==> config.mk <==
export PLATFORM = sky130hd
export DESIGN_NAME = rtc_register_bank
export DESIGN_NICKNAME = d
export VERILOG_FILES = /design/src/rtc_register_bank.v
export VERILOG_INCLUDE_DIRS = /design/src
export SDC_FILE = /design/constraint.sdc
export NUM_CORES = 1
export LEC_CHECK = 0
export BUFFER_PORTS_ARGS = -buffer_cell sky130_fd_sc_hd__buf_2
export CAP_MARGIN = 15
export CORE_MARGIN = 2
export CORE_UTILIZATION = 30
export DETAILED_ROUTE_END_ITERATION = 10
export GPL_TIMING_DRIVEN = 1
export HOLD_SLACK_MARGIN = 0.03
export MAX_ROUTING_LAYER = met4
export PLACE_DENSITY = 0.59
export SLEW_MARGIN = 30
export SYNTH_ARGS = -nofsm -noshare
export SYNTH_HDL_FRONTEND = slang
export SYNTH_SLANG_ARGS = --single-unit
==> constraint.sdc <==
create_clock -name core_clk -period 13.9 [get_ports core_clk]
set_clock_uncertainty 0.2 [all_clocks]
set_input_delay 2.085 -clock core_clk [delete_from_list [all_inputs] [get_ports core_clk]]
set_output_delay 2.085 -clock core_clk [all_outputs]
set_load 0.02 [all_outputs]
==> src/rtc_register_map.vh <==
// Register offsets, field positions, masks and reset values of the clock register bank
`ifndef RTC_REGISTER_MAP_VH
`define RTC_REGISTER_MAP_VH

`define ADDR_MAIN_CONTROL 4'h0
`define ADDR_INTERRUPT_CONTROL_STATUS 4'h1
`define ADDR_SECONDS_COUNT 4'h2
`define ADDR_MINUTES_COUNT 4'h3
`define ADDR_HOURS_COUNT 4'h4
`define ADDR_DAY_OF_MONTH_COUNT 4'h5
`define ADDR_DAY_OF_WEEK_COUNT 4'h6
`define ADDR_MONTH_COUNT 4'h7
`define ADDR_YEAR_COUNT 4'h8
`define ADDR_ALARM_MINUTE_MATCH 4'h9
`define ADDR_ALARM_HOUR_MATCH 4'ha
`define ADDR_ALARM_DAY_MATCH 4'hb
`define ADDR_ALARM_DAY_OF_WEEK_MATCH 4'hc
`define ADDR_FREQUENCY_OFFSET 4'hd
`define ADDR_TIMER_AND_CLOCK_OUTPUT_CONFIG 4'he
`define ADDR_COUNTDOWN_VALUE 4'hf
`define ADDR_LAST 4'hf

// Main control fields
`define BIT_EXTERNAL_CLOCK_TEST_SELECT 7
`define BIT_CLOCK_STOP 5
`define BIT_HOUR_12_MODE 2
`define BIT_CORRECTION_IRQ_ENABLE 1
`define SOFTWARE_RESET_CODE 8'h58

// Interrupt control and status fields
`define BIT_MINUTE_TICK_IRQ_ENABLE 7
`define BIT_SECOND_TICK_IRQ_ENABLE 6
`define BIT_TICK_IRQ_FLAG 5
`define BIT_TIMER_IRQ_PULSE_SELECT 4
`define BIT_ALARM_FLAG 3
`define BIT_COUNTDOWN_FLAG 2
`define BIT_ALARM_IRQ_ENABLE 1
`define BIT_COUNTDOWN_IRQ_ENABLE 0
`define FLAG_BITS_MASK 8'h2c

// Seconds and clock output fields
`define BIT_OSCILLATOR_STOPPED_FLAG 7
`define COF_MSB 6
`define COF_LSB 4
`define BIT_COUNTDOWN_ENABLE 3
`define CTD_MSB 1
`define CTD_LSB 0

// Implemented bits of each register
`define MASK_MAIN_CONTROL 8'ha6
`define MASK_FULL 8'hff
`define MASK_MINUTES 8'h7f
`define MASK_HOURS 8'h3f
`define MASK_DAYS 8'h3f
`define MASK_WEEKDAYS 8'h07
`define MASK_MONTHS 8'h1f
`define MASK_HOUR_ALARM 8'hbf
`define MASK_DAY_ALARM 8'hbf
`define MASK_WEEKDAY_ALARM 8'h87
`define MASK_TIMER_CONFIG 8'h7b

// Reset values and bits that a software reset leaves untouched
`define RST_ZERO 8'h00
`define RST_SECONDS 8'h80
`define RST_ALARM 8'h80
`define RST_TIMER_CONFIG 8'h03
`define KEEP_NONE 8'h00
`define KEEP_ALL 8'hff
`define KEEP_ALARM 8'h7f

// Divider taps on the 32.768 kHz edge count
`define DIV_WIDTH 15
`define DIV_4096_MASK 15'h0007
`define DIV_64_MASK 15'h01ff
`define DIV_1_MASK 15'h7fff
`define MINUTE_LAST 6'h3b
`define COF_32768 3'h0
`define COF_16384 3'h1
`define COF_8192 3'h2
`define COF_4096 3'h3
`define COF_1024 3'h4
`define COF_32 3'h5
`define COF_1 3'h6
`define CTD_4096 2'h0
`define CTD_64 2'h1
`define CTD_1 2'h2

`endif

==> src/rtc_register_bank.v <==
// Serial-accessed register bank, divider and reset control of the clock and calendar
// Function
// - Sixteen byte-wide registers for control, time, alarm, offset and timer.
// - Time and date registers hold BCD values in their documented ranges.
// - Unimplemented bits read zero; host writes zero to reserved bits.
// - Main control bit 2 selects 24-hour (0) or 12-hour (1) format.
// - Main control bit 7 selects normal or external clock test mode.
// - Clock-stop halts source clock, clears divider; clock output keeps running only at 32.768, 16.384 and 8.192 kHz.
// - Software reset request bit always reads back as zero.
// - Correction interrupt enable gives a pulse per correction cycle.
// - An internal reset happens whenever power is first applied.
// - Only writing 58h to main control resets; that write stores nothing.
// - After reset: 32.768 kHz clock output, 24-hour format, offset zero.
// - After reset: alarms, countdown timer and all interrupt sources disabled.
// - Countdown source is 4.096 kHz, 64 Hz, 1 Hz or 1/60 Hz.
// - Register address increments after every data byte of a transfer.
// - Time counters freeze while a time or date register is accessed.
// - Alarm flag sets on alarm and stays set until host clears it.
// - Oscillator-stopped flag sets on stop or power-on until software clears it.
`include "rtc_register_map.vh"

module rtc_register_bank (
	input wire core_clk,
	input wire resetn,
	input wire clk_en,
	input wire spi_ce,
	input wire spi_scl,
	input wire spi_sdi,
	output wire sdo_out,
	output wire sdo_oe_n,
	input wire osc_in,
	input wire osc_stopped,
	input wire clkout_pin_enable,
	output wire clkout_out,
	output wire clkout_oe_n,
	input wire time_update,
	input wire [55:0] time_in,
	input wire alarm_event,
	input wire countdown_event,
	input wire tick_event,
	input wire correction_cycle,
	output reg correction_irq_pulse,
	output wire [55:0] time_value,
	output wire counters_frozen,
	output reg software_reset_pulse,
	output wire external_clock_test_select,
	output wire rtc_source_stopped,
	output wire hour_12_mode,
	output wire minute_tick_irq_enable,
	output wire second_tick_irq_enable,
	output wire timer_irq_pulse_select,
	output wire alarm_irq_enable,
	output wire countdown_irq_enable,
	output wire alarm_flag,
	output wire countdown_flag,
	output wire tick_irq_flag,
	output wire [31:0] alarm_match,
	output wire [7:0] frequency_offset,
	output wire [2:0] clock_output_frequency_select,
	output wire countdown_enable,
	output wire [1:0] countdown_source_select,
	output wire [7:0] countdown_value,
	output reg countdown_source_tick,
	output reg second_tick
);

	reg rst_meta;
	reg rst_sync;
	wire rst_n;
	reg [7:0] regs [0:`ADDR_LAST];
	reg [4:0] meta;
	reg ce_s, scl_s, sdi_s, osc_s, cloe_s;
	reg scl_d, osc_d;
	reg [2:0] bit_cnt;
	reg [7:0] in_shift;
	reg [7:0] out_shift;
	reg cmd_phase;
	reg is_read;
	reg [3:0] addr;
	reg sw_reset_pending;
	reg [`DIV_WIDTH-1:0] div_cnt;
	reg [5:0] min_cnt;
	reg [1:0] cko_cnt;
	reg tick_4096, tick_64, tick_1, tick_60;
	reg clk_level;
	wire scl_rise, scl_fall, osc_rise;
	wire [7:0] next_in;
	wire byte_done;
	wire wr_strobe;
	wire is_reset_code;
	integer i;

	// Implemented bits of each register
	function [7:0] reg_mask;
		input [3:0] a;
		begin
			case (a)
				`ADDR_MAIN_CONTROL: reg_mask = `MASK_MAIN_CONTROL;
				`ADDR_MINUTES_COUNT: reg_mask = `MASK_MINUTES;
				`ADDR_HOURS_COUNT: reg_mask = `MASK_HOURS;
				`ADDR_DAY_OF_MONTH_COUNT: reg_mask = `MASK_DAYS;
				`ADDR_DAY_OF_WEEK_COUNT: reg_mask = `MASK_WEEKDAYS;
				`ADDR_MONTH_COUNT: reg_mask = `MASK_MONTHS;
				`ADDR_ALARM_HOUR_MATCH: reg_mask = `MASK_HOUR_ALARM;
				`ADDR_ALARM_DAY_MATCH: reg_mask = `MASK_DAY_ALARM;
				`ADDR_ALARM_DAY_OF_WEEK_MATCH: reg_mask = `MASK_WEEKDAY_ALARM;
				`ADDR_TIMER_AND_CLOCK_OUTPUT_CONFIG: reg_mask = `MASK_TIMER_CONFIG;
				default: reg_mask = `MASK_FULL;
			endcase
		end
	endfunction

	// Value forced by a resetn reset, and by a software reset on the bits outside keep_mask
	function [7:0] rst_value;
		input [3:0] a;
		begin
			case (a)
				`ADDR_SECONDS_COUNT: rst_value = `RST_SECONDS;
				`ADDR_ALARM_MINUTE_MATCH: rst_value = `RST_ALARM;
				`ADDR_ALARM_HOUR_MATCH: rst_value = `RST_ALARM;
				`ADDR_ALARM_DAY_MATCH: rst_value = `RST_ALARM;
				`ADDR_ALARM_DAY_OF_WEEK_MATCH: rst_value = `RST_ALARM;
				`ADDR_TIMER_AND_CLOCK_OUTPUT_CONFIG: rst_value = `RST_TIMER_CONFIG;
				default: rst_value = `RST_ZERO;
			endcase
		end
	endfunction

	// Bits a software reset leaves as they are
	function [7:0] keep_mask;
		input [3:0] a;
		begin
			case (a)
				`ADDR_MAIN_CONTROL: keep_mask = `KEEP_NONE;
				`ADDR_INTERRUPT_CONTROL_STATUS: keep_mask = `KEEP_NONE;
				`ADDR_SECONDS_COUNT: keep_mask = `KEEP_ALARM;
				`ADDR_ALARM_MINUTE_MATCH: keep_mask = `KEEP_ALARM;
				`ADDR_ALARM_HOUR_MATCH: keep_mask = `KEEP_ALARM;
				`ADDR_ALARM_DAY_MATCH: keep_mask = `KEEP_ALARM;
				`ADDR_ALARM_DAY_OF_WEEK_MATCH: keep_mask = `KEEP_ALARM;
				`ADDR_FREQUENCY_OFFSET: keep_mask = `KEEP_NONE;
				`ADDR_TIMER_AND_CLOCK_OUTPUT_CONFIG: keep_mask = `KEEP_NONE;
				default: keep_mask = `KEEP_ALL;
			endcase
		end
	endfunction

	// Reset release through two flip-flops; power-on reset source
	always @(posedge core_clk or negedge resetn) begin
		if (!resetn) begin
			rst_meta <= 1'b0;
			rst_sync <= 1'b0;
		end else begin
			rst_meta <= 1'b1;
			rst_sync <= rst_meta;
		end
	end
	assign rst_n = rst_sync;

	// Two-stage synchronisers for pins, plus edge history
	always @(posedge core_clk or negedge rst_n) begin
		if (!rst_n) begin
			meta <= 5'h00;
			ce_s <= 1'b0;
			scl_s <= 1'b0;
			sdi_s <= 1'b0;
			osc_s <= 1'b0;
			cloe_s <= 1'b0;
			scl_d <= 1'b0;
			osc_d <= 1'b0;
		end else if (clk_en) begin
			meta <= {spi_ce, spi_scl, spi_sdi, osc_in, clkout_pin_enable};
			ce_s <= meta[4];
			scl_s <= meta[3];
			sdi_s <= meta[2];
			osc_s <= meta[1];
			cloe_s <= meta[0];
			scl_d <= scl_s;
			osc_d <= osc_s;
		end
	end

	// Oscillator-stopped pin needs its own synchroniser
	reg ostop_meta, ostop_s;
	always @(posedge core_clk or negedge rst_n) begin
		if (!rst_n) begin
			ostop_meta <= 1'b0;
			ostop_s <= 1'b0;
		end else if (clk_en) begin
			ostop_meta <= osc_stopped;
			ostop_s <= ostop_meta;
		end
	end

	assign scl_rise = scl_s & ~scl_d;
	assign scl_fall = ~scl_s & scl_d;
	assign osc_rise = osc_s & ~osc_d;
	assign next_in = {in_shift[6:0], sdi_s};
	assign byte_done = ce_s & scl_rise & (bit_cnt == 3'h7);
	assign wr_strobe = byte_done & ~cmd_phase & ~is_read;
	assign is_reset_code = (next_in == `SOFTWARE_RESET_CODE);

	// Serial transfer: command byte, then data bytes with address increment
	always @(posedge core_clk or negedge rst_n) begin
		if (!rst_n) begin
			bit_cnt <= 3'h0;
			in_shift <= 8'h00;
			out_shift <= 8'h00;
			cmd_phase <= 1'b1;
			is_read <= 1'b0;
			addr <= 4'h0;
		end else if (clk_en) begin
			if (!ce_s) begin
				bit_cnt <= 3'h0;
				cmd_phase <= 1'b1;
				is_read <= 1'b0;
			end else if (scl_rise) begin
				in_shift <= next_in;
				bit_cnt <= bit_cnt + 3'h1;
				if (bit_cnt == 3'h7) begin
					if (cmd_phase) begin
						cmd_phase <= 1'b0;
						is_read <= next_in[7];
						addr <= next_in[3:0];
					end else begin
						addr <= addr + 4'h1;
					end
				end
			end else if (scl_fall) begin
				if (bit_cnt == 3'h0)
					out_shift <= regs[addr] & reg_mask(addr);
				else
					out_shift <= {out_shift[6:0], 1'b0};
			end
		end
	end

	assign sdo_out = out_shift[7];
	assign sdo_oe_n = ~(ce_s & is_read & ~cmd_phase);

	// Freeze counting while a time or date register is in use
	assign counters_frozen = ce_s & ~cmd_phase &
		(addr >= `ADDR_SECONDS_COUNT) & (addr <= `ADDR_YEAR_COUNT);

	// Register file: reset, host writes, counter loads and event flags
	always @(posedge core_clk or negedge rst_n) begin
		if (!rst_n) begin
			for (i = 0; i <= `ADDR_LAST; i = i + 1)
				regs[i] <= rst_value(i[3:0]);
			sw_reset_pending <= 1'b0;
			software_reset_pulse <= 1'b0;
		end else if (clk_en) begin
			software_reset_pulse <= sw_reset_pending;
			sw_reset_pending <= wr_strobe & (addr == `ADDR_MAIN_CONTROL) & is_reset_code;
			if (sw_reset_pending) begin
				for (i = 0; i <= `ADDR_LAST; i = i + 1)
					regs[i] <= (regs[i] & keep_mask(i[3:0])) | rst_value(i[3:0]);
			end else begin
				// Outside counting logic loads the time, except while frozen
				if (time_update & ~counters_frozen) begin
					regs[`ADDR_SECONDS_COUNT] <= {regs[`ADDR_SECONDS_COUNT][7], time_in[6:0]};
					for (i = 1; i < 7; i = i + 1)
						regs[`ADDR_SECONDS_COUNT + i] <= time_in[i*8 +: 8] & reg_mask(i[3:0] + `ADDR_SECONDS_COUNT);
				end
				if (wr_strobe) begin
					case (addr)
						`ADDR_MAIN_CONTROL: begin
							if (!is_reset_code)
								regs[addr] <= next_in & `MASK_MAIN_CONTROL;
						end
						`ADDR_INTERRUPT_CONTROL_STATUS: begin
							// Flags clear on a written 0, a written 1 leaves them
							regs[addr] <= (next_in & ~`FLAG_BITS_MASK) |
								(next_in & regs[addr] & `FLAG_BITS_MASK);
						end
						default: begin
							regs[addr] <= next_in & reg_mask(addr);
						end
					endcase
				end
			end
			// Events set flags; set wins over a clear or a software reset in the same cycle
			if (alarm_event)
				regs[`ADDR_INTERRUPT_CONTROL_STATUS][`BIT_ALARM_FLAG] <= 1'b1;
			if (countdown_event)
				regs[`ADDR_INTERRUPT_CONTROL_STATUS][`BIT_COUNTDOWN_FLAG] <= 1'b1;
			if (tick_event)
				regs[`ADDR_INTERRUPT_CONTROL_STATUS][`BIT_TICK_IRQ_FLAG] <= 1'b1;
			if (ostop_s)
				regs[`ADDR_SECONDS_COUNT][`BIT_OSCILLATOR_STOPPED_FLAG] <= 1'b1;
		end
	end

	// Field outputs
	assign external_clock_test_select = regs[`ADDR_MAIN_CONTROL][`BIT_EXTERNAL_CLOCK_TEST_SELECT];
	assign rtc_source_stopped = regs[`ADDR_MAIN_CONTROL][`BIT_CLOCK_STOP];
	assign hour_12_mode = regs[`ADDR_MAIN_CONTROL][`BIT_HOUR_12_MODE];
	assign minute_tick_irq_enable = regs[`ADDR_INTERRUPT_CONTROL_STATUS][`BIT_MINUTE_TICK_IRQ_ENABLE];
	assign second_tick_irq_enable = regs[`ADDR_INTERRUPT_CONTROL_STATUS][`BIT_SECOND_TICK_IRQ_ENABLE];
	assign tick_irq_flag = regs[`ADDR_INTERRUPT_CONTROL_STATUS][`BIT_TICK_IRQ_FLAG];
	assign timer_irq_pulse_select = regs[`ADDR_INTERRUPT_CONTROL_STATUS][`BIT_TIMER_IRQ_PULSE_SELECT];
	assign alarm_flag = regs[`ADDR_INTERRUPT_CONTROL_STATUS][`BIT_ALARM_FLAG];
	assign countdown_flag = regs[`ADDR_INTERRUPT_CONTROL_STATUS][`BIT_COUNTDOWN_FLAG];
	assign alarm_irq_enable = regs[`ADDR_INTERRUPT_CONTROL_STATUS][`BIT_ALARM_IRQ_ENABLE];
	assign countdown_irq_enable = regs[`ADDR_INTERRUPT_CONTROL_STATUS][`BIT_COUNTDOWN_IRQ_ENABLE];
	assign time_value = {regs[`ADDR_YEAR_COUNT], regs[`ADDR_MONTH_COUNT], regs[`ADDR_DAY_OF_WEEK_COUNT],
		regs[`ADDR_DAY_OF_MONTH_COUNT], regs[`ADDR_HOURS_COUNT], regs[`ADDR_MINUTES_COUNT],
		regs[`ADDR_SECONDS_COUNT]};
	assign alarm_match = {regs[`ADDR_ALARM_DAY_OF_WEEK_MATCH], regs[`ADDR_ALARM_DAY_MATCH],
		regs[`ADDR_ALARM_HOUR_MATCH], regs[`ADDR_ALARM_MINUTE_MATCH]};
	assign frequency_offset = regs[`ADDR_FREQUENCY_OFFSET];
	assign clock_output_frequency_select = regs[`ADDR_TIMER_AND_CLOCK_OUTPUT_CONFIG][`COF_MSB:`COF_LSB];
	assign countdown_enable = regs[`ADDR_TIMER_AND_CLOCK_OUTPUT_CONFIG][`BIT_COUNTDOWN_ENABLE];
	assign countdown_source_select = regs[`ADDR_TIMER_AND_CLOCK_OUTPUT_CONFIG][`CTD_MSB:`CTD_LSB];
	assign countdown_value = regs[`ADDR_COUNTDOWN_VALUE];

	// Correction interrupt pulse, gated by its enable
	always @(posedge core_clk or negedge rst_n) begin
		if (!rst_n)
			correction_irq_pulse <= 1'b0;
		else if (clk_en)
			correction_irq_pulse <= correction_cycle & regs[`ADDR_MAIN_CONTROL][`BIT_CORRECTION_IRQ_ENABLE];
	end

	// Source divider; held cleared while the clock is stopped
	always @(posedge core_clk or negedge rst_n) begin
		if (!rst_n) begin
			div_cnt <= {`DIV_WIDTH{1'b0}};
			min_cnt <= 6'h00;
			tick_4096 <= 1'b0;
			tick_64 <= 1'b0;
			tick_1 <= 1'b0;
			tick_60 <= 1'b0;
		end else if (clk_en) begin
			tick_4096 <= 1'b0;
			tick_64 <= 1'b0;
			tick_1 <= 1'b0;
			tick_60 <= 1'b0;
			if (rtc_source_stopped) begin
				div_cnt <= {`DIV_WIDTH{1'b0}};
				min_cnt <= 6'h00;
			end else if (osc_rise) begin
				div_cnt <= div_cnt + 15'h0001;
				tick_4096 <= ((div_cnt & `DIV_4096_MASK) == `DIV_4096_MASK);
				tick_64 <= ((div_cnt & `DIV_64_MASK) == `DIV_64_MASK);
				if (div_cnt == `DIV_1_MASK) begin
					tick_1 <= 1'b1;
					if (min_cnt == `MINUTE_LAST) begin
						min_cnt <= 6'h00;
						tick_60 <= 1'b1;
					end else begin
						min_cnt <= min_cnt + 6'h01;
					end
				end
			end
		end
	end

	// Countdown source selection and seconds tick
	always @(posedge core_clk or negedge rst_n) begin
		if (!rst_n) begin
			countdown_source_tick <= 1'b0;
			second_tick <= 1'b0;
		end else if (clk_en) begin
			second_tick <= tick_1;
			case (countdown_source_select)
				`CTD_4096: countdown_source_tick <= countdown_enable & tick_4096;
				`CTD_64: countdown_source_tick <= countdown_enable & tick_64;
				`CTD_1: countdown_source_tick <= countdown_enable & tick_1;
				default: countdown_source_tick <= countdown_enable & tick_60;
			endcase
		end
	end

	// Clock output prescaler runs free, independent of the stop bit
	always @(posedge core_clk or negedge rst_n) begin
		if (!rst_n)
			cko_cnt <= 2'h0;
		else if (clk_en && osc_rise)
			cko_cnt <= cko_cnt + 2'h1;
	end

	// Clock output level per frequency select
	always @(posedge core_clk or negedge rst_n) begin
		if (!rst_n) begin
			clk_level <= 1'b1;
		end else if (clk_en) begin
			case (clock_output_frequency_select)
				`COF_32768: clk_level <= osc_s;
				`COF_16384: clk_level <= cko_cnt[0];
				`COF_8192: clk_level <= cko_cnt[1];
				`COF_4096: clk_level <= div_cnt[2];
				`COF_1024: clk_level <= div_cnt[4];
				`COF_32: clk_level <= div_cnt[9];
				`COF_1: clk_level <= div_cnt[14];
				default: clk_level <= 1'b1;
			endcase
		end
	end

	// Open-drain clock output: pulls low only, released when disabled
	assign clkout_out = 1'b0;
	assign clkout_oe_n = ~(cloe_s & ~clk_level);

endmodule

## Word level (Yosys, flattened, before mapping)

Memory sizes are Yosys's and may differ from the RTL's.
Cells that the tools add are included.

- Add/subtract/negate cells: 5
- Magnitude comparators: 4
- Equality and inequality tests: 22
- Muxes and demuxes: 83
- Bitwise gates (word level): 74
- Reduce and logical (&&, ||, !) cells: 25

Operators with widths:

| operator | number |
|---|---|
| 128-bit bitwise mux | 3 |
| 128-bit two-way mux | 3 |
| 8-bit two-way mux | 38 |
| 128-bit one-hot mux with 2 select lines | 1 |
| 8-bit bitwise AND | 24 |
| 8-bit bitwise OR | 16 |
| 56-bit two-way mux | 2 |
| 55-bit two-way mux | 1 |
| 8-bit binary-select mux with 4-bit select | 1 |
| 8-bit demux with 4-bit select | 1 |
| 15-bit two-way mux | 2 |
| 6-bit two-way mux | 4 |
| 1-bit two-way mux | 22 |
| 1-bit bitwise AND | 21 |
| 3-bit AND reduction | 7 |
| 15-bit by 1-bit adder with 15-bit output (second input constant) | 1 |
| 15-bit equality test (second input constant) | 1 |
| 3-bit equality test (second input constant) | 5 |
| 4-bit != test (second input constant) | 3 |
| 4-bit AND reduction | 3 |
| 1-bit inverter | 10 |
| 9-bit equality test (second input constant) | 1 |
| 3-bit nonzero test | 3 |
| 8-bit by 7-bit equality test with 1-bit output (second input constant) | 1 |
| 30 further kinds | 39 |

- Register bits after elaboration: 201
- Memory bits (read-only): 224
- Bits of input ports: 70
- Output and inout port bits: 130
- Memories kept: 2

Memories:

| name | depth | width | read ports | clocked after Yosys merged registers in | wr ports | line | text |
|---|---|---|---|---|---|---|---|
| (name not given) | 16 | 7 | 1 | 0 | 0 | rtc_register_bank.v:97 | `case (a)` |
| (name not given) | 16 | 7 | 1 | 0 | 0 | rtc_register_bank.v:97 |  |

## Longest topological paths before layout

Gate-level depths: netlist (run 1).

- Depth in word-level cells: 19
- Mapped depth: 15
- Gate-level depth less buffers: 8

## Worst setup path after synthesis (run 1)

No wires, ideal clock.

- Path kind: reg2out
- Start: register addr[0]
- End: output port counters_frozen
- Arrival: 2082 ps
- Required time: 11615 ps
- Path slack: 9533 ps
- Cell stages (with the launch flop): 9
- Cell sequence: dfrtp_1 -> buf_4 -> buf_6 -> buf_4 -> buf_4 -> inv_1 -> ha_1 -> nor4_1 -> nor3_1

- Longest elaborated chain between the ends: 3
- Elaborated cells on any way between the ends: 4

RTL lines:

| element | line | text |
|---|---|---|
| from (decl) | rtc_register_bank.v:79 | `reg [3:0] addr;` |
| from (signal assigned) | rtc_register_bank.v:224 | `addr <= next_in[3:0];` |
| from (signal assigned) | rtc_register_bank.v:226 | `addr <= addr + 4'h1;` |
| 4-bit by 2-bit >= comparator with 1-bit output (no line) | n/a |  |
| 1-bit bitwise AND | rtc_register_bank.v:242 | `assign counters_frozen = ce_s & ~cmd_phase &` |
| 1-bit bitwise AND (*) | rtc_register_bank.v:242 |  |
| to (decl) | rtc_register_bank.v:44 | `output wire counters_frozen,` |

Every way passes the cells marked *; elsewhere a longest branch is shown, timed or not.

## Worst setup path in the final report (run 1)

Same ends and word-level chain as after synthesis.

==> results.py, run 1 <==
metrics = {
    "critical_path": {
        "slowest_delay_ns": 0.76,
        "critPathCaptureType": "primary output",
        "r2r-start": "addr[0]",
        "cp.arrival_ns": 3.18,
        "r2r-end": "regs[15]",
        "ff2ff_setup_slack_ns": 9.78,
        "path_max_fanout": 18,
        "cp.required_ns": 11.61,
        "cp_cell_sequence": "inv_1 -> ha_1 -> nor4_1 -> nor3_1 -> buf_2",
        "crit_path_top_delay_cell": "dfrtp_2",
        "start_kind": "flop",
        "r2r_cells": 7,
        "critical_path_class": "flop to primary output",
    },
    "sta": {
        "worst_pin_slew_ns": 0.9810,
        "period_minus_slack_ns": 5.462,
        "hold_violations": 0,
        "timing.setup.tns_ns": 0,
        "fin_crit_sh_pct": 39.29,
        "max_freq_ghz": 0.1831,
        "rsz0062_at_grt": "false",
        "slew_violations": 0,
        "finalSetupViolCount": 0,
        "relSlewSlack_pct": 34.09,
        "fin_hold_ws_ns": 0.1188,
    },
    "layout": {
        "fin_nets": 1467,
        "layout_common_cells": "dfrtp_1, buf_2, nand2_1, o21ai_0, a21oi_1",
        "areaGrowthSynthToFinish_pct": 11.82,
        "layout_commonest_cell": "dfrtp_1",
        "drive_gt1_share_pct": 25.53,
    },
    "floorplanning": {
        "die_x_um": 208.2,
        "core_area_sq_mm": 0.04102,
        "dieHeight_um": 208.2,
        "start_util_pct": 30.49,
        "die_area_sq_mm": 0.04333,
        "num_io_pins": 200,
        "row_count": 74,
    },
    "detailed_routing": {
        "drt_iter0_drc": 1406,
        "routed_wl_um": 47270,
        "wl_met2_um": 21070,
        "drc": 0,
        "wl_met1_um": 19950,
        "vias": 11160,
        "wl_per_cell_um": 24.42,
        "top_layer_used": "met4",
        "met3RoutedLength_um": 4685,
        "drtAntennaViolNets": 0,
        "first_pass_iters": 6,
        "routed_via_density": 5.765,
    },
    "yosys": {
        "syn-num-nets": 1434,
        "yosysUniqueCellTypes": 82,
        "synth_edf_count": 0,
        "async_flop_share_pct": 100.0,
        "synth_warnings": 0,
        "netlist_area_sq_mm": 0.01250,
        "synth_area_per_cell_sq_um": 9.256,
        "ys_seq_area_share_pct": 40.31,
        "synthCells": 1351,
        "synthFlopType": "dfrtp_1",
        "ys_ff_latch": 201,
    },
    "clocking": {
        "cts_root_buf": "clkbuf_16",
        "cts_buffers": 24,
        "tritoncts": "built",
        "clk_latency_ns": 0.55,
        "clkSinkCount": 201,
        "post_cts_buffers": 0,
        "clockBufferDepth": 3,
        "postCtsResizedCells": 0,
        "hold_buffers": 0,
        "ctsHtreeMaxLevel": 1,
        "path_clk_slew_ns": 0.07,
    },
    "power_and_ir_drop": {
        "power.density_mw_per_mm2": 124.6,
        "leakagePower_nw": 6.181,
        "pwr-share-comb_pct": 15.9,
        "power.switching_w": 0.0005385,
        "p_clk_share_pct": 42.8,
        "seq_power_share_pct": 41.4,
        "p_int_w": 0.001203,
        "p_sw_share_pct": 30.91,
        "ir_drop_mv": 0.07829,
    },
    "placed_design": {
        "place.gp.congestion": 0.9673,
        "portBuffers": 184,
        "dpl.hpwl_um": 33710,
    },
    "flow_run": {
        "cap_violations": 0,
    },
    "min_path": {
        "worstHoldPathType": "flop to asynchronous set/reset pin",
    },
    "grt": {
        "grt_usage_pct": 22.04,
        "first_global_vias": 10610,
        "antenna_found_initial": 1,
        "overflow": 0,
        "grt_pass1_wl_um": 71090,
        "grt_max_degree": 65,
    },
    "outcome": {
        "status": "completed",
    },
}
## metal layers
metal  global-route usage [%]  up-vias
met5                        -        -
met4                    6.673        0
met3                    4.966       96
met1                    29.65     5512
li1                         -     4922
met2                    33.07      631
## power by group through the flow
stage / Sequential (W) / Combinational (W) / Clock (W)
2_1_floorplan: 0.000691 / 0.000207 / 0
6_report: 0.000720 / 0.000277 / 0.000745
4_1_cts: 0.000717 / 0.000273 / 0.000753
3_3_place_gp: 0.000725 / 0.000269 / 0
5_1_grt: 0.000726 / 0.000300 / 0.000777
3_5_place_dp: 0.000728 / 0.000272 / 0
## final cells by class
class,instances,area [sq um]
repair buffers,207,1094
diodes,2,5.005
well taps,532,665.6
inverters,20,75.07
clock buffers,29,649.4
flip-flops and latches,201,5046
multi-input cells,930,6171
fillers,4222,27030
clock inverters,15,276.5
## registers in the layout, summed over array words and instances (netlist names), 7 cells and up
register,count
regs,7
countdown_value,8
alarm_match,32
frequency_offset,8
out_shift,8
in_shift,7
div_cnt,15
time_value,56
## cells by family after synthesis
logic type      share of synthesized area, %
flops                                  40.31
xor+xnor                              0.8405
fa+ha+maj                              1.301
buf+inv                                10.55
simple gates                           15.54
mux                                    9.716
compound gates                         21.68
other cells                          0.06006
## Yosys cell counts (5+ instances only)
master | n | area, sq um
nand3_1 | 53 | 265.3
o31ai_1 | 16 | 120.1
ha_1 | 13 | 162.7
a22o_1 | 32 | 280.3
dfrtp_1 | 192 | 4805
and2_1 | 14 | 87.58
o22ai_1 | 14 | 87.58
o211ai_1 | 10 | 75.07
or2_2 | 7 | 43.79
nor2b_1 | 10 | 62.56
inv_1 | 19 | 71.32
a31oi_1 | 16 | 100.1
nand2b_1 | 10 | 62.56
mux2_2 | 33 | 371.6
dfstp_2 | 9 | 236.5
nor2_2 | 5 | 31.28
nand2_1 | 154 | 578.1
clkbuf_1 | 53 | 198.9
nor4_1 | 5 | 31.28
and3_1 | 6 | 37.54
o21ai_0 | 134 | 670.6
nand4_1 | 12 | 75.07
a22oi_1 | 16 | 120.1
a21oi_1 | 86 | 430.4
buf_4 | 116 | 870.8
nor3_1 | 18 | 90.09
a32oi_1 | 12 | 105.1
buf_1 | 5 | 18.77
o221ai_1 | 9 | 78.83
mux4_2 | 27 | 608.1
xor2_1 | 11 | 96.34
o2bb2ai_1 | 7 | 61.31
o21a_1 | 5 | 37.54
buf_2 | 22 | 110.1
mux2i_1 | 22 | 220.2
a32o_1 | 10 | 100.1
nor2_1 | 80 | 300.3
a21o_1 | 5 | 37.54
## critical path, delay by kind of cell, from the launching register on
kind                     cells  cell delay (ns)
AND/OR/NAND/NOR              2             0.89
buffers and inverters        2             0.46
adder cells (fa/ha/maj)      1             0.53
flip-flops                   1             0.76
## worst max-delay path by stage
stage / startpoint / end / slack [ns] / cells after the start
2_1_floorplan: rst_n / addr[0] / 7.70 / 0
3_3_place_gp: clk_en / alarm_match[8] / 8.56 / 9
3_5_place_dp: clk_en / alarm_match[8] / 8.51 / 9
4_1_cts: addr[0] / counters_frozen / 8.40 / 5
5_1_grt: addr[0] / counters_frozen / 8.21 / 5
6_report: addr[0] / counters_frozen / 8.44 / 5
## metrics by stage
stage               setup WS (ns)  power [W]  util (%)  std cells  area [sq um]
detailed placement          8.514   0.001000     31.80       1890         13040
floorplan                   7.700  0.0008988         -       1351         12500
finish                      8.438   0.001742     34.09       1936         13980
CTS                         8.404   0.001743     34.06       1934         13970
global placement            8.564  0.0009939     31.80       1890         13040
global route                8.213   0.001803     34.08       1935         13980
Note: power is estimated with default switching activity, not from simulation.
==> run 2, diff against run 1 <==
--- a/config.mk
+++ b/config.mk
@@ -14,7 +14,7 @@
 export GPL_TIMING_DRIVEN = 1
 export HOLD_SLACK_MARGIN = 0.03
 export MAX_ROUTING_LAYER = met4
-export PLACE_DENSITY = 0.59
+export PLACE_DENSITY = 0.6
 export SLEW_MARGIN = 30
 export SYNTH_ARGS = -nofsm -noshare
 export SYNTH_HDL_FRONTEND = slang
==> constraint.sdc (replaced) <==
create_clock -name core_clk -period 4.46 [get_ports core_clk]
set_clock_uncertainty 0.2 [all_clocks]
set_input_delay 0.669 -clock core_clk [delete_from_list [all_inputs] [get_ports core_clk]]
set_output_delay 0.669 -clock core_clk [all_outputs]
set_load 0.02 [all_outputs]
==> run 2 against run 1 <==
- first-iteration DRC count is 10% lower
- non-clock buffer count grew 19
- count of clock-buffer cells in the layout increased by 8
- clock power rose to 2.8 times the previous value
- global-route usage grew 0.34 points
- design area rose by 0.51%
- combinational power rose to 3.2 times the previous value
- utilization up 0.17 points
- wire length is 1.6% higher
- via count is 1.5% higher
- worst setup slack got worse by 7.5 ns
- critical path type is now flop to flop
==> results.py, run 2 (synthesized netlist as in run 1, its figures left out) <==
metrics = {
    "placed_design": {
        "dpl.hpwl_um": 35070,
        "place.gp.congestion": 0.9398,
        "dp.cells": 1907,
        "portBuffers": 184,
    },
    "power_and_ir_drop": {
        "pwr-share-comb_pct": 16.9,
        "seq_power_share_pct": 43.4,
        "p_int_w": 0.003532,
        "ir_drop_mv": 0.2879,
        "power.switching_w": 0.001660,
        "p_sw_share_pct": 31.98,
        "p_clk_share_pct": 39.6,
        "power.density_mw_per_mm2": 369.5,
        "leakagePower_nw": 6.228,
    },
    "grt": {
        "overflow": 0,
        "grt_pass1_wl_um": 72030,
        "grt_usage_pct": 22.38,
        "first_global_vias": 10720,
        "antenna_found_initial": 2,
        "grt_max_degree": 78,
    },
    "sta": {
        "rsz0062_at_grt": "false",
        "relSlewSlack_pct": 36.47,
        "max_freq_ghz": 0.2842,
        "slew_violations": 0,
        "period_minus_slack_ns": 3.519,
        "hold_violations": 0,
        "fin_crit_sh_pct": 78.90,
        "worst_pin_slew_ns": 0.9529,
        "timing.setup.tns_ns": 0,
        "finalSetupViolCount": 0,
    },
    "clocking": {
        "cts_buffers": 25,
        "path_clk_slew_ns": 0.06,
        "cts_root_buf": "clkbuf_16",
        "tritoncts": "built",
        "clkSinkCount": 201,
        "clk_latency_ns": 0.55,
        "postCtsResizedCells": 0,
        "ctsHtreeMaxLevel": 1,
        "clockBufferDepth": 3,
    },
    "floorplanning": {
        "num_io_pins": 200,
        "dieHeight_um": 208.2,
        "die_area_sq_mm": 0.04333,
        "start_util_pct": 30.49,
        "die_x_um": 208.2,
        "core_area_sq_mm": 0.04102,
        "row_count": 74,
    },
    "detailed_routing": {
        "wl_per_cell_um": 24.54,
        "drc": 0,
        "routed_via_density": 5.788,
        "drtAntennaViolNets": 0,
        "first_pass_iters": 5,
        "vias": 11330,
        "routed_wl_um": 48020,
        "drt_iter0_drc": 1265,
    },
    "layout": {
        "layout_common_cells": "dfrtp_1, buf_2, nand2_1, o21ai_0, a21oi_1",
        "drive_gt1_share_pct": 26.00,
        "final_cells": 1957,
        "fin_nets": 1487,
        "fillers": 4238,
        "areaGrowthSynthToFinish_pct": 12.39,
        "largest_register_ffs": 56,
        "layout_commonest_cell": "dfrtp_1",
        "fin_util_pct": 34.26,
    },
    "critical_path": {
        "cp.required_ns": 4.70,
        "critPathCaptureType": "flop",
        "start_kind": "flop",
        "cp.arrival_ns": 3.76,
        "path_max_fanout": 26,
        "critical_path_class": "flop to flop",
    },
    "outcome": {
        "status": "completed",
    },
    "min_path": {
        "worstHoldPathType": "flop to asynchronous set/reset pin",
    },
    "flow_run": {
        "cap_violations": 0,
    },
}
## run 2: changes by cell type in the layout (fill, tap and decap cells not counted), sizes merged
cell | previous run | this run
dlygate4sd3 | 0 | 1
clkbuf | 29 | 37
buf | 207 | 225
bufinv | 7 | 2
inv | 21 | 20
## run 2: worst paths after layout
path                       slack [ns]  cells after the start             endpoint  startpoint
hold / removal                   0.02                      0  frequency_offset[0]       rst_n
setup reg to reg                 0.94                      9        time_value[2]     addr[1]
setup / recovery                 0.94                      9        time_value[2]     addr[1]
min in group core_clk            0.15                      0                rst_n    rst_meta
max in group asynchronous        2.98                      2            clk_level       rst_n
hold reg to reg                  0.02                      0  frequency_offset[0]       rst_n
## run 2: power groups by stage
stage / registers (W) / logic, W / clock network [W]
finish: 0.00226 / 0.000879 / 0.00206
global route: 0.00227 / 0.000945 / 0.00217
CTS: 0.00225 / 0.000861 / 0.00210
detailed placement: 0.00228 / 0.000856 / 0
global placement: 0.00228 / 0.000837 / 0
floorplan: 0.00215 / 0.000646 / 0
## run 2: what timing repair did
action                                  4_1_cts  5_1_grt
hold endpoints to repair                      2        0
endpoints found under the setup margin        0        0
hold buffers                                  1        0
buffers inserted                              0        0
## run 2: cell type report
cell class,instances,area (sq um),area share (%)
Clock inverter,9,111.4,0.7924
Clock buffer,37,710.7,5.057
Inverter,20,75.07,0.5342
Sequential cell,201,5046,35.91
Timing Repair Buffer,226,1271,9.046
Multi-Input combinational cell,930,6168,43.89
Tap cell,532,665.6,4.736
Antenna cell,2,5.005,0.03561
## run 2: layer usage
layer	wire length, um	share of wire (%)	vias to the layer above	GRT usage [%]
met5	0	0	-	-
met1	20600	43	5657	30.31
met4	1772	3.7	0	7.542
li1	-	-	4969	-
met3	4075	8.5	103	4.347
met2	21570	45	598	33.53
## run 2: critical path, cell delays in order (launching register included)
cell and delay [ns]:
dfrtp_1 0.36, buf_4 0.39, ha_1 0.22, buf_4 0.23, nor4_1 0.14, o31ai_4 0.86, buf_4 0.36, nand2_1 0.10
a221o_1 0.33, a32oi_1 0.20
## run 2: through the flow
stage | worst slack [ns] | power, W | instance area (sq um) | hold WS (ns)
2_1_floorplan | 0.9571 | 0.002801 | 12510 | 0.1311
3_3_place_gp | 1.038 | 0.003117 | 13180 | 0.1368
3_5_place_dp | 0.9930 | 0.003140 | 13180 | 0.1403
4_1_cts | 0.9693 | 0.005208 | 14020 | 0.1531
5_1_grt | 0.7787 | 0.005381 | 14050 | 0.04569
6_report | 0.9412 | 0.005193 | 14050 | 0.01669
==> run 3, diff against run 2 <==
==> constraint.sdc (replaced) <==
create_clock -name core_clk -period 2.85 [get_ports core_clk]
set_clock_uncertainty 0.2 [all_clocks]
set_input_delay 0.4275 -clock core_clk [delete_from_list [all_inputs] [get_ports core_clk]]
set_output_delay 0.4275 -clock core_clk [all_outputs]
set_load 0.02 [all_outputs]
==> run 3 against run 2 <==
- the run now ends with setup timing left
- worst hold slack gained 0.0099 ns
- count of clock-buffer cells in the layout shrank 2
- power grew 67%
- first-iteration DRC count shrank 8.8%
- clock power grew 73%
- utilization grew 3.7 points
- die area is the same
- critical endpoint is now alarm_match[25]
==> results.py, run 3 (synthesized netlist as in run 1, its figures left out) <==
metrics = {
    "sta": {
        "rsz0062_at_grt": "true",
        "max_freq_ghz": 0.3435,
        "worst_pin_slew_ns": 0.7757,
        "fin_crit_sh_pct": 102.1,
        "fin_hold_ws_ns": 0.02660,
        "finalSetupViolCount": 1,
        "fin_ws_ns": -0.06095,
        "period_minus_slack_ns": 2.911,
        "slew_violations": 0,
        "hold_violations": 0,
        "relSlewSlack_pct": 48.29,
    },
    "clocking": {
        "clk_latency_ns": 0.56,
        "cts_buffers": 26,
        "path_clk_slew_ns": 0.06,
        "ctsHtreeMaxLevel": 1,
        "clockBufferDepth": 3,
        "tritoncts": "built",
        "clkSinkCount": 201,
        "cts_root_buf": "clkbuf_16",
    },
    "floorplanning": {
        "start_util_pct": 30.49,
        "row_count": 74,
        "core_area_sq_mm": 0.04102,
        "die_area_sq_mm": 0.04333,
        "num_io_pins": 200,
        "dieHeight_um": 208.2,
        "die_x_um": 208.2,
    },
    "min_path": {
        "min_to": "time_value[41]",
        "min-delay-start": "time_in[41]",
        "min_path_cells": 3,
        "worstHoldPathType": "input pin to flop",
    },
    "outcome": {
        "status": "finished, violations left",
        "failed_checks": "setup timing",
    },
    "grt": {
        "first_global_vias": 11350,
        "grt_pass1_wl_um": 76290,
        "grt_max_degree": 50,
        "antenna_found_initial": 3,
        "overflow": 0,
        "grt_usage_pct": 23.89,
    },
    "detailed_routing": {
        "drtAntennaViolNets": 0,
        "routed_wl_um": 51010,
        "drc": 0,
        "vias": 11840,
        "wl_per_cell_um": 24.24,
        "drt_iter0_drc": 1154,
        "routed_via_density": 5.628,
        "first_pass_iters": 6,
    },
    "critical_path": {
        "r2r_cells": 7,
        "ff2ff_setup_slack_ns": -0.06,
        "critical_path_class": "flop to flop",
        "critPathCaptureType": "flop",
        "cp.required_ns": 3.08,
        "start_kind": "flop",
        "path_max_fanout": 17,
        "r2r-start": "addr[2]",
        "cp.arrival_ns": 3.15,
        "r2r-end": "alarm_match[25]",
    },
    "placed_design": {
        "portBuffers": 184,
        "dpl.hpwl_um": 38590,
        "place.gp.congestion": 0.9330,
    },
    "layout": {
        "fillers": 4131,
        "areaGrowthSynthToFinish_pct": 24.54,
        "largest_register_ffs": 56,
        "fin_util_pct": 37.97,
        "layout_commonest_cell": "dfrtp_1",
        "fin_nets": 1634,
        "drive_gt1_share_pct": 31.46,
        "layout_common_cells": "dfrtp_1, buf_2, nand2_1, buf_4, o21ai_0",
    },
    "power_and_ir_drop": {
        "leakagePower_nw": 7.065,
        "ir_drop_mv": 0.4063,
        "power.density_mw_per_mm2": 557.7,
    },
    "flow_run": {
        "cap_violations": 0,
    },
}
==> run 3: changes by cell type in the layout (fill, tap and decap cells not counted), sizes merged <==
cell,before,now
buf,225,331
bufinv,2,4
clkbuf,37,35
clkinv,5,7
clkinvlp,2,1
dlygate4sd3,1,41
==> run 3: worst max-delay path, cell delays in order (launching register included) <==
cell,delay (ns)
dfrtp_1,0.55
buf_12,0.25
nor3b_2,0.57
nor4_4,0.11
a211oi_2,0.55
o21ai_2,0.12
nand2_2,0.13
mux2_4,0.30
==> run 3: through the flow <==
| step | std cells | worst slack, ns | TNS [ns] | instance area, sq um | total power [W] |
|---|---|---|---|---|---|
| after global placement | 2012 | 0.01516 | 0 | 14170 | 0.005040 |
| after CTS | 2100 | 0.009779 | 0 | 15500 | 0.008681 |
| after global routing | 2104 | -0.05084 | -0.1101 | 15570 | 0.008991 |
| after detailed placement | 2012 | -0.01268 | -0.01268 | 14170 | 0.005073 |
| after floorplan | 1351 | -0.1457 | -2.767 | 12630 | 0.004384 |
| final | 2104 | -0.06095 | -0.06095 | 15570 | 0.008686 |
==> run 3: routing by layer <==
| layer | vias up | wire [um] | global-route usage (%) |
|---|---|---|---|
| met5 | - | 0 | - |
| met4 | 0 | 1513 | 6.698 |
| met3 | 97 | 3929 | 4.302 |
| met2 | 567 | 23160 | 36.25 |
| met1 | 5908 | 22410 | 32.71 |
| li1 | 5270 | - | - |
==> run 3: worst max path at each step <==
stage | from | endpoint | cells after the start
after global routing | addr[0] | frequency_offset[0] | 11
after global placement | bit_cnt[0] | alarm_match[12] | 8
final | addr[2] | alarm_match[25] | 7
after floorplan | addr[0] | alarm_match[25] | 14
after CTS | addr[1] | time_value[54] | 9
after detailed placement | bit_cnt[1] | countdown_value[5] | 8
==> run 3: final cells by class <==
| class | instances | area [sq um] | area share [%] |
|---|---|---|---|
| inverter | 20 | 82.58 | 0.5302 |
| clock buffer | 35 | 745.7 | 4.788 |
| timing repair buffer | 372 | 2610 | 16.76 |
| clock inverter | 12 | 172.7 | 1.109 |
| multi-input combinational | 930 | 6245 | 40.10 |
| tap | 532 | 665.6 | 4.274 |
| antenna | 2 | 5.005 | 0.03214 |
| sequential | 201 | 5047 | 32.41 |
==> run 3: power by group <==
part	switching [W]	internal [W]	total (W)
Sequential	0.000306	0.00311	0.00342
Clock	0.00138	0.00220	0.00357
Combinational	0.00102	0.000671	0.00169
==> run 3: timing repair <==
action	in CTS	in global routing
setup endpoints to repair	1	22
gates resized for setup	1	6
pin swaps	0	1
hold buffers	41	0
buffers inserted	0	2
endpoints found under the hold margin	41	0
